**config.mk**
```make
export PLATFORM = sky130hd
export DESIGN_NAME = rsr_regs
export DESIGN_NICKNAME = d
export VERILOG_FILES = /design/src/logic/rsr_pkg.sv /design/src/logic/rsr_regs.sv
export VERILOG_INCLUDE_DIRS = /design/src /design/src/logic
export SDC_FILE = /design/constraint.sdc
export NUM_CORES = 1
export LEC_CHECK = 0
export BUFFER_PORTS_ARGS = -buffer_cell sky130_fd_sc_hd__buf_2
export CORE_MARGIN = 5
export CORE_UTILIZATION = 46
export DETAILED_ROUTE_END_ITERATION = 6
export PLACE_DENSITY = 0.75
export SYNTH_ARGS = -nofsm -noshare
export SYNTH_HDL_FRONTEND = slang
export SYNTH_SLANG_ARGS = --single-unit
```
**constraint.sdc**
```tcl
create_clock -name clk -period 1.3 [get_ports clk]
set_input_delay 0.195 -clock clk [delete_from_list [all_inputs] [get_ports clk]]
set_output_delay 0.195 -clock clk [all_outputs]
set_load 0.005 [all_outputs]
```
**src/logic/rsr_defines.svh**
```systemverilog
// Offsets, field positions, reset values and codes of the sync, ramp and
// identifier registers.
// Assumes inclusion by bare name from the register module, the checker and the bench.
`ifndef RSR_DEFINES_SVH
`define RSR_DEFINES_SVH

`define RSR_ADDR_SYNC      8'h05
`define RSR_ADDR_RAMP      8'h06
`define RSR_ADDR_ID        8'h08
`define RSR_RST_SYNC       8'h00
`define RSR_RST_RAMP       8'h01
`define RSR_SYNC_MASK      8'hc0
`define RSR_RAMP_MASK      8'hfa
`define RSR_DIE_ID_DEFAULT 8'h37
`define RSR_FREQ_26M       2'h0
`define RSR_FREQ_13M       2'h1
`define RSR_FREQ_19M2A     2'h2
`define RSR_FREQ_19M2B     2'h3
`define RSR_SLEW_HI        3'h7
`define RSR_SLEW_LO        3'h5
`define RSR_PSAVE_BIT      4
`define RSR_OSC_BIT        3
`define RSR_RDOWN_BIT      1

`endif

```
**src/logic/rsr_pkg.sv**
```systemverilog
// Types shared by the regulator sync, ramp and identifier register bank.
// Assumes the defines header is on the include path.
package rsr_pkg;

    typedef enum logic [1:0] {
        RSR_CLK_26M,
        RSR_CLK_13M,
        RSR_CLK_19M2
    } rsr_clk_t;

    typedef struct packed {
        logic       wr;
        logic       rd;
        logic [7:0] addr;
        logic [7:0] wdata;
    } rsr_bus_req_t;

    typedef struct packed {
        logic [7:0] sync;
        logic [7:0] ramp;
        logic [7:0] rdata;
        logic       rvalid;
        rsr_clk_t   clk_sel;
        logic [7:0] slew_onehot;
        logic       psave_only;
        logic       osc_run;
        logic       zcd_off;
        logic       follow_ext;
    } rsr_state_t;

endpackage

```
**src/logic/rsr_regs.sv**
```systemverilog
// Sync, ramp and identifier registers of the step-down regulator.
// Assumes an upstream serial-bus slave that delivers single-cycle byte
// read and write strobes, and a lockout flag from the supply monitors.
// The forced-PWM and sync-enable bits arrive as levels from the per-mode
// registers elsewhere in the bank.
// Lockout is a level; while it is high both registers hold their reset
// values.
`timescale 1ns/10ps
`include "rsr_defines.svh"

module rsr_regs
    import rsr_pkg::*;
#(
    parameter logic [7:0] DIE_ID = `RSR_DIE_ID_DEFAULT  // Arbitrary value.
) (
    input  wire logic         clk,
    input  wire logic         rstn,
    input  wire logic         undervoltage_lockout,
    input  wire rsr_bus_req_t bus_req,
    input  wire logic         forced_pwm_select,
    input  wire logic         ext_clock_follow_enable,
    output logic [7:0]        rdata,
    output logic              rvalid,
    output rsr_clk_t          clk_sel,
    output logic [7:0]        slew_onehot,
    output logic              power_save_lock,
    output logic              oscillator_keep_running,
    output logic              zero_cross_disable,
    output logic              forced_pwm,
    output logic              ext_clock_follow
);

    // ----------------------------------------------------------------
    // State
    // ----------------------------------------------------------------
    rsr_state_t st_r;
    rsr_state_t st_nxt;
    logic       fpwm_r;

    // ----------------------------------------------------------------
    // Bus fields
    // ----------------------------------------------------------------
    logic       bus_wr;
    logic       bus_rd;
    logic [7:0] bus_addr;
    logic [7:0] bus_wdata;

    assign bus_wr    = bus_req.wr;
    assign bus_rd    = bus_req.rd;
    assign bus_addr  = bus_req.addr;
    assign bus_wdata = bus_req.wdata;

    // ----------------------------------------------------------------
    // Decode signals
    // ----------------------------------------------------------------
    logic       wr_sync;
    logic       wr_ramp;
    logic       rd_sync;
    logic       rd_ramp;
    logic       rd_id;
    logic [7:0] sync_wval;
    logic [7:0] ramp_wval;
    logic [7:0] sync_nxt;
    logic [7:0] ramp_nxt;
    logic [2:0] slew_code;
    logic [7:0] slew_dec;
    logic       psave_req;
    logic       osc_req;
    logic       zcd_req;

    // ----------------------------------------------------------------
    // Address decode
    // ----------------------------------------------------------------
    assign wr_sync = bus_wr && (bus_addr == `RSR_ADDR_SYNC);
    assign wr_ramp = bus_wr && (bus_addr == `RSR_ADDR_RAMP);
    assign rd_sync = bus_rd && (bus_addr == `RSR_ADDR_SYNC);
    assign rd_ramp = bus_rd && (bus_addr == `RSR_ADDR_RAMP);
    assign rd_id   = bus_rd && (bus_addr == `RSR_ADDR_ID);

    // ----------------------------------------------------------------
    // Write path
    // ----------------------------------------------------------------
    // Reserved bits are dropped on the way in, so they read zero except ramp bit 0, which reset and lockout set to one.
    localparam logic [7:0] SYNC_KEEP = `RSR_SYNC_MASK;
    localparam logic [7:0] RAMP_KEEP = `RSR_RAMP_MASK;

    generate
        for (genvar b = 0; b < 8; b++) begin : g_mask
            assign sync_wval[b] = bus_wdata[b] & SYNC_KEEP[b];
            assign ramp_wval[b] = bus_wdata[b] & RAMP_KEEP[b];
        end
    endgenerate

    // Lockout overrides a write in the same cycle.
    assign sync_nxt = undervoltage_lockout ? `RSR_RST_SYNC :
                      wr_sync              ? sync_wval     :
                                             st_r.sync;

    assign ramp_nxt = undervoltage_lockout ? `RSR_RST_RAMP :
                      wr_ramp              ? ramp_wval     :
                                             st_r.ramp;

    // ----------------------------------------------------------------
    // Mode inputs
    // ----------------------------------------------------------------
    // Both bits come from the per-mode registers outside this bank and
    // are retimed once so that every output leaves a flip-flop.
    logic fpwm_in;
    logic follow_in;

    assign fpwm_in   = forced_pwm_select;
    assign follow_in = ext_clock_follow_enable;

    // ----------------------------------------------------------------
    // Field decode
    // ----------------------------------------------------------------
    assign slew_code = ramp_nxt[`RSR_SLEW_HI:`RSR_SLEW_LO];
    assign psave_req = ramp_nxt[`RSR_PSAVE_BIT] & ~fpwm_in;
    assign osc_req   = ramp_nxt[`RSR_OSC_BIT];
    assign zcd_req   = ramp_nxt[`RSR_RDOWN_BIT];

    // Each slew code lights one bit; code n is the fastest rate halved n times.
    generate
        for (genvar g = 0; g < 8; g++) begin : g_slew
            assign slew_dec[g] = (slew_code == 3'(g));
        end
    endgenerate

    // ----------------------------------------------------------------
    // Next-state logic
    // ----------------------------------------------------------------
    always_comb begin
        st_nxt        = st_r;
        st_nxt.sync   = sync_nxt;
        st_nxt.ramp   = ramp_nxt;
        st_nxt.rvalid = 1'b0;

        // Read data holds until the next read strobe.
        if (bus_rd) begin
            st_nxt.rvalid = 1'b1;
            if (rd_sync) begin
                st_nxt.rdata = st_r.sync;
            end else if (rd_ramp) begin
                st_nxt.rdata = st_r.ramp;
            end else if (rd_id) begin
                st_nxt.rdata = DIE_ID;
            end else begin
                st_nxt.rdata = 8'h00;
            end
        end

        // Both upper codes select the same clock frequency.
        unique case (sync_nxt[7:6])
            `RSR_FREQ_26M: begin
                st_nxt.clk_sel = RSR_CLK_26M;
            end
            `RSR_FREQ_13M: begin
                st_nxt.clk_sel = RSR_CLK_13M;
            end
            `RSR_FREQ_19M2A: begin
                st_nxt.clk_sel = RSR_CLK_19M2;
            end
            `RSR_FREQ_19M2B: begin
                st_nxt.clk_sel = RSR_CLK_19M2;
            end
        endcase

        st_nxt.slew_onehot = slew_dec;
        st_nxt.psave_only  = psave_req;
        st_nxt.osc_run     = osc_req;
        st_nxt.zcd_off     = zcd_req;
        st_nxt.follow_ext  = follow_in;
    end

    // ----------------------------------------------------------------
    // Registers
    // ----------------------------------------------------------------
    always_ff @(posedge clk or negedge rstn) begin
        if (!rstn) begin
            st_r.sync        <= `RSR_RST_SYNC;
            st_r.ramp        <= `RSR_RST_RAMP;
            st_r.rdata       <= 8'h00;
            st_r.rvalid      <= 1'b0;
            st_r.clk_sel     <= RSR_CLK_26M;
            st_r.slew_onehot <= 8'h01;
            st_r.psave_only  <= 1'b0;
            st_r.osc_run     <= 1'b0;
            st_r.zcd_off     <= 1'b0;
            st_r.follow_ext  <= 1'b0;
            fpwm_r           <= 1'b0;
        end else begin
            st_r   <= st_nxt;
            fpwm_r <= fpwm_in;
        end
    end

    assign rdata                   = st_r.rdata;
    assign rvalid                  = st_r.rvalid;
    assign clk_sel                 = st_r.clk_sel;
    assign slew_onehot             = st_r.slew_onehot;
    assign power_save_lock         = st_r.psave_only;
    assign oscillator_keep_running = st_r.osc_run;
    assign zero_cross_disable      = st_r.zcd_off;
    assign forced_pwm              = fpwm_r;
    assign ext_clock_follow        = st_r.follow_ext;

endmodule

```
* Yosys cells after proc, flatten, opt, wreduce, memory -nomap -nowiden
Cells that the tools add are included.
** Word-level totals
- Word-level logic and storage cells :: 47
- Bits in registers :: 40
- Output and inout port bits :: 24
- Input port bits :: 23
** Operators by class
- Muxes and demuxes :: 9
- Eq/ne operators :: 13
- Bitwise gates (word level) :: 2
- Reductions and logical operators :: 10
** Operators by type and width (number)
- $mux 8 :: 6
- $eq 8x3->1 const B :: 2
- $eq 3x3->1 const B :: 4
- $eq 8x4->1 const B :: 1
- $eq 3x2->1 const B :: 2
- $mux 6 :: 1
- $pmux 2 s3 :: 1
- $logic_and 1x1->1 :: 5
- $eq 2x2->1 const B :: 2
- $reduce_bool 2->1 :: 2
- $eq 3x1->1 const B :: 1
- $logic_not 3->1 :: 1
- $eq 2x1->1 const B :: 1
- $logic_not 2->1 :: 1
- $reduce_or 2->1 :: 1
- $and 1x1->1 :: 1
- $mux 1 :: 1
- $not 1->1 :: 1

* Depth between registers and ports, before layout
Gate-level depths: netlist (run 1).
- Depth after elaboration :: 7
- Gate-level depth with buffers :: 5
- Gate-level depth less buffers :: 3

* Worst setup path after synthesis (run 1)
No wires, ideal clock.
- Path type :: input-to-reg
- Start :: input bus_req[13] (netlist name)
- End :: register, netlist name slew_onehot[7]
- Required time :: 1.220 ns
- Arrival :: 1.354 ns
- Path buffers :: 1
- Stages on the path :: 4
- Setup time :: 0.080 ns
- Slack :: -0.134 ns
- Cells stage by stage :: or4_4 buf_6 nor4_4 a2bb2oi_1
** Between the ends
- Cells in the longest elaborated chain, start to end :: 5
** RTL lines
- from (decl) :: line rsr_regs.sv:19 : input wire rsr_bus_req_t bus_req,
- $eq 8x3->1 (no line)
- $logic_and 1x1->1 :: line rsr_regs.sv:75 : assign wr_ramp = bus_wr && (bus_addr == `RSR_ADDR_RAMP);
- $mux 8 :: line rsr_regs.sv:100 : wr_ramp ? ramp_wval :
- $mux 8 :: line rsr_regs.sv:99 : assign ramp_nxt = undervoltage_lockout ? `RSR_RST_RAMP :
- $eq 3x3->1 :: line rsr_regs.sv:125 : assign slew_dec[g] = (slew_code == 3'(g));
- net slew_dec[7] :: line rsr_regs.sv:66 : logic [7:0] slew_dec;
The timed path passes the listed nets, and every way through them passes these cells. The select of a mux whose other input is x is not followed.
A chain may end at the register's enable or synchronous reset.

* Worst setup path in the final report (run 1)
- Start :: input bus_req[10] (netlist name)
- End :: register, netlist name slew_onehot[7]
** Between the ends
- Cells in the longest elaborated chain, start to end :: 5
** RTL lines (line)
- $eq 8x3->1 (no line)
- $logic_and 1x1->1 :: rsr_regs.sv:75
- $mux 8 :: rsr_regs.sv:100
- $mux 8 :: rsr_regs.sv:99
- $eq 3x3->1 :: rsr_regs.sv:125
- net slew_dec[7] :: rsr_regs.sv:66
The timed path passes the listed nets, and every way through them passes these cells. The select of a mux whose other input is x is not followed.

==> reports/results.ini, run 1 <==
[run_status]
status = finished clean

[synth]
synth.distinct_cells = 34
synth_top_family_by_area = simple AND/OR/NAND/NOR gates
synth-compound-area-share = 0.162
netlist_area_um2 = 1670
synth_area_per_cell_um2 = 11.5
synth_top_area_frac = 0.434
synth_area_leaders = dfrtp_1 43%, buf_4 9.0%, nor4_4 3.8%
synthCells = 145
syn-num-nets = 168
yosysTopAreaCell = dfrtp_1
synth-seq-cells = 31
yosys.area_share.adder = 0
synth.area.mux_share = 0.0247
yosysSeqAreaShare = 0.466
yosysWarnings = 0
yosys.area_share.simple = 0.206
synthXorXnorAreaFrac = 0

[critical_path]
cp-end-kind = flop
worst_setup_path_start_kind = primary input
path_max_fanout = 8
worst_ep_required_time_ns = 1.59
crit_arrival_ns = 1.56
crit_type = primary input to flop

[flow_run]
maxCapViolations = 0

[cts]
cts_sinks = 31
cts_buffers = 5
cts_root_buf = clkbuf_4
clk_pin_slew_ns = 0.10
insertion_delay_ns = 0.35
clock_path_buffers = 2
cts_tree = built
ctsHtreeMaxLevel = 2

[timing]
rsz0062_at_grt = yes
slew_headroom = 0.743
setup_viol = 0
fin_skew_ns = 0.00727
fin_crit_sh = 0.982
finalHoldViolCount = 0
worstMarginPinSlew_ns = 0.382
fin_tns_setup_ns = 0
drv_slew = 0
timing.fmax_ghz = 0.783
period_minus_slack_ns = 1.28
setup_ws_ns = 0.0231

[die]
die_w_um = 70.3
num_io_pins = 47
fp-row-count = 22
dieHeight_um = 70.3
initial_core_util = 0.467
die_area_um2 = 4940
core_um2 = 3580

[routing]
drtIter0Drc = 57
drcViolationCount = 0
wl_per_cell_um = 16.0
finalWirelength_um = 3940
viasPerCell = 5.48
via_count = 1348
drtPass1Iterations = 4
antenna_left = 0

[power]
leakage_nw = 1.04
combPwrFrac = 0.101
peakVddDrop_mv = 0.511
seqPwrFrac = 0.495
power_mw = 1.98
power.density_nw_per_um2 = 940
clockPowerShare = 0.404
p_int_mw = 1.52
p_sw_uw = 458
swShare = 0.231

[global_route]
grtUsageTotal = 0.171
antenna_found_initial = 0
grt_first_pass_wirelength_um = 6680
grt_overflow_total = 0
grt_pass1_vias = 1400
grt_start_max_net_pins = 32

[finish]
final_cells = 246
diodes = 0
drive_gt1_frac = 0.525
area_growth_pct = 25.8
fin_nets = 220

[place]
dp_slack_ns = -0.378
placed_cells = 233
port_buffers = 44
dp_hpwl_um = 2860
finalWeightedCongestion = 0.843

[min_path]
worstHoldPathType = primary input to flop

[kinds of logic (layout without fill, tap and decap cells)]
kind of cell | after synthesis | count (layout)
flip-flops | 31 | 31
AO/OA/AOI/OAI | 35 | 35
multiplexers | 4 | 4
AND/OR/NAND/NOR | 44 | 44
buffers and inverters | 31 | 84
[cells in the mapped netlist]
master      n
a211oi_1    5
a21o_1      2
a21oi_1     6
a2bb2oi_1   4
a311o_1     4
a311o_2     3
a31o_2      1
a31oi_1     4
a41oi_1     1
and3b_2     1
buf_4      20
buf_6       3
clkbuf_1    1
clkbuf_2    2
clkbuf_8    2
dfrtp_1    29
dfstp_2     2
inv_1       3
mux2_2      1
mux2i_1     3
nand2b_1    3
nand3_1     4
nand4_1     7
nor2_1      6
nor2b_1     5
nor3_2      1
nor3b_1     3
nor4_4      3
nor4bb_1    2
o31ai_1     5
or2_1       2
or2b_2      4
or4_4       1
or4bb_1     2
[path summary, 6_finish.rpt]
| check | cells past startpoint | slack [ns] | endpoint | startpoint |
|---|---|---|---|---|
| hold / removal | 3 | 0.13 | st_r[26] | bus_req[3] |
| min in group asynchronous | 3 | 0.38 | slew_onehot[5] | rstn |
| max in group asynchronous | 3 | 0.60 | st_r[23] | rstn |
| hold reg to reg | 1 | 0.48 | rdata[2] | rdata[2] |
| setup reg to reg | 3 | 0.03 | slew_onehot[6] | st_r[29] |
| setup / recovery | 6 | 0.02 | slew_onehot[7] | bus_req[10] |
[critical path: stages]
cell       delay [ns]
buf_2            0.10
or4bb_4          0.53
buf_6            0.16
nor4_4           0.25
buf_4            0.19
a2bb2oi_2        0.13
[per-layer routing]
layer	vias to the layer above	share of wire	global-route usage
met5	-	0	0
met4	0	0.020	0.0809
met3	11	0.068	0.0547
met2	49	0.51	0.284
met1	660	0.40	0.197
li1	628	-	-
[power groups by stage]
stage                     logic, mW  registers [mW]  clock network [mW]
after floorplan              0.0870           0.997                   0
after global placement        0.181           0.996                   0
after detailed placement      0.188           0.997                   0
after CTS                     0.196           0.978               0.805
after global routing          0.221           0.979               0.862
final                         0.200           0.978               0.798
[area by class of cell]
| type | instances | area [um^2] |
|---|---|---|
| Clock buffer | 6 | 51.3 |
| Clock inverter | 2 | 35.0 |
| Fill cell | 311 | 1480 |
| Inverter | 3 | 11.3 |
| Multi-Input combinational cell | 83 | 712 |
| Sequential cell | 31 | 778 |
| Tap cell | 48 | 60.1 |
| Timing Repair Buffer | 73 | 455 |
[repair_timing]
| action | in CTS | in global routing |
|---|---|---|
| hold endpoints to repair | 31 | 0 |
| setup buffers | 0 | 2 |
| endpoints found under the setup margin | 5 | 8 |
| pin swaps | 3 | 6 |
| hold buffers | 3 | 0 |
| resized for setup | 5 | 6 |
[sequential cells by signal, indices dropped and copies added (netlist names)]
signal / cells
slew_onehot: 8
power_save_lock: 1
st_r: 9
clk_sel: 2
rvalid: 1
rdata: 8
ext_clock_follow: 1
forced_pwm: 1
[per-stage QoR]
step                utilization  area, um^2  hold slack, ns
detailed placement        0.536        1920           0.230
CTS                       0.576        2060           0.124
global route              0.588        2100           0.134
finish                    0.588        2100           0.129
floorplan                     -        1680          -0.101
global placement          0.536        1920           0.225
[layout by cell type, fill, tap and decap left out, types with 2 or more instances in the layout]
| cell type | count |
|---|---|
| a2bb2oi_1 | 2 |
| nor2_1 | 6 |
| or2b_4 | 2 |
| nor2b_1 | 5 |
| a21oi_1 | 6 |
| a311o_2 | 3 |
| clkbuf_4 | 5 |
| a211oi_2 | 2 |
| a31oi_1 | 2 |
| a31oi_2 | 2 |
| nand4_1 | 7 |
| mux2i_1 | 3 |
| nand3_1 | 3 |
| dfstp_2 | 2 |
| nor4_4 | 3 |
| inv_1 | 3 |
| nor3b_1 | 3 |
| o31ai_1 | 5 |
| or2_1 | 2 |
| a21o_1 | 2 |
| buf_2 | 43 |
| buf_4 | 25 |
| a2bb2oi_2 | 2 |
| nand2b_1 | 3 |
| buf_6 | 2 |
| or2b_2 | 2 |
| dlygate4sd3_1 | 3 |
| a211oi_1 | 3 |
| a311o_1 | 4 |
| dfrtp_1 | 29 |
Power figures use the tool's default switching activity.
==> run 2: changes to the inputs <==
==> constraint.sdc (replaced) <==
create_clock -name clk -period 1.3 [get_ports clk]
set_input_delay 0 -clock clk [delete_from_list [all_inputs] [get_ports clk]]
set_output_delay 0 -clock clk [all_outputs]
set_load 0.005 [all_outputs]
==> reports/results.ini, run 2 (synthesized netlist as in run 1, its figures left out) <==
[cts]
cts_root_buf = clkbuf_4
cts_buffers = 5
cts_sinks = 31
clk_pin_slew_ns = 0.10
cts_tree = built
clock_path_buffers = 2
insertion_delay_ns = 0.32
ctsHtreeMaxLevel = 2
postCtsSetupRepairBufs = 0

[critical_path]
crit_arrival_ns = 1.53
cp-end-kind = flop
worst_setup_path_start_kind = flop
crit_type = flop to flop
r2r-start = st_r[28]
critPathLaunch = st_r[28]
worst_ep_required_time_ns = 1.55
path_max_fanout = 2

[finish]
final_area_um2 = 2050
area_growth_pct = 22.8
top_register = st_r
final_common_cell = buf_2
mostFrequentLayoutCells = 44 x buf_2, 29 x dfrtp_1, 17 x buf_4
final_util = 0.574
diodes = 0
largestRegisters = st_r (9), rdata (8), slew_onehot (8)
largest_reg_flops = 9
drive_gt1_frac = 0.482
fillerInstances = 316
fin_nets = 215

[routing]
finalWirelength_um = 3710
viasPerCell = 5.40
drtPass1Iterations = 4
wl_per_cell_um = 15.4
via_count = 1302
drtIter0Drc = 55
antenna_left = 0
drcViolationCount = 0

[timing]
fin_crit_sh = 0.985
fin_tns_setup_ns = 0
period_minus_slack_ns = 1.28
worstMarginPinSlew_ns = 0.670
slew_headroom = 0.553
drv_slew = 0
timing.fmax_ghz = 0.781
fin_skew_ns = 0.00665
rsz0062_at_grt = yes
setup_viol = 0
finalHoldViolCount = 0

[place]
dpl-instance-area_um2 = 1860
finalWeightedCongestion = 0.887
port_buffers = 44
dp_hpwl_um = 2740

[die]
die_area_um2 = 4940
initial_core_util = 0.467
fp-row-count = 22
die_w_um = 70.3
core_um2 = 3580
dieHeight_um = 70.3
num_io_pins = 47

[flow_run]
maxCapViolations = 0

[global_route]
busiest_layer = met2
met1_usage = 0.186
grtUsageTotal = 0.154
grt_first_pass_wirelength_um = 6170
met3_usage = 0.0417
antenna_found_initial = 0
use_met2 = 0.265
grt_start_max_net_pins = 32
grt_overflow_total = 0
grt_pass1_vias = 1341

[power]
power.density_nw_per_um2 = 949
leakage_nw = 0.999
peakVddDrop_mv = 0.539

[min_path]
worstHoldPathType = primary input to flop
min-delay-start = bus_req[7]

[run_status]
status = finished clean

## run 2: path summary, 6_finish.rpt
check / cells after the start / to / slack (ns)
worst max-delay path: 3 / slew_onehot[1] / 0.02
worst min-delay path: 3 / clk_sel[1] / 0.02
worst max register to register: 3 / slew_onehot[1] / 0.02
worst min register to register: 1 / rdata[2] / 0.48
max in group asynchronous: 2 / forced_pwm / 0.63
min in group asynchronous: 2 / st_r[30] / 0.24
## run 2: area by class of cell
class,instances,area (um^2),area share
well taps,48,60.1,0.0293
repair buffers,68,418,0.204
clock buffers,6,51.3,0.0250
flip-flops and latches,31,778,0.379
inverters,3,11.3,0.00548
multi-input cells,83,699,0.341
clock inverters,2,35.0,0.0171
## run 2: report_power, final
| group | leakage, nW | internal, mW | switching (mW) | total [mW] |
|---|---|---|---|---|
| sequential | 0.416 | 0.974 | 0.00385 | 0.978 |
| combinational | 0.535 | 0.0849 | 0.107 | 0.192 |
| clock | 0.0482 | 0.454 | 0.325 | 0.779 |
## run 2: per-stage QoR
| step | hold slack (ns) | worst slack [ns] | power [mW] | std cells |
|---|---|---|---|---|
| 2_1_floorplan | -0.296 | 0.0130 | 1.08 | 145 |
| 3_3_place_gp | 0.0637 | -0.0903 | 1.17 | 226 |
| 3_5_place_dp | 0.0759 | -0.202 | 1.17 | 226 |
| 4_1_cts | 0.0115 | -0.0115 | 1.97 | 241 |
| 5_1_grt | 0.00567 | -0.0156 | 2.03 | 241 |
| 6_report | 0.0203 | 0.0201 | 1.95 | 241 |
## run 2: worst max-delay path, stage by stage (launching register included)
cell and delay [ns]:
dfrtp_1 0.36, or2b_4 0.27, a311o_2 0.39, a211oi_2 0.18
## run 2: timing repair
action | CTS | global route
endpoints found under the setup margin | 2 | 6
gates resized for setup | 3 | 4
hold buffers | 7 | 0
hold endpoints to repair | 36 | 0
pin swaps | 2 | 4
## run 2: layer usage
layer | vias up | share of wire
met1 | 632 | 0.44
met2 | 48 | 0.49
met4 | 0 | 0.0059
met5 | - | 0
li1 | 618 | -
met3 | 4 | 0.065
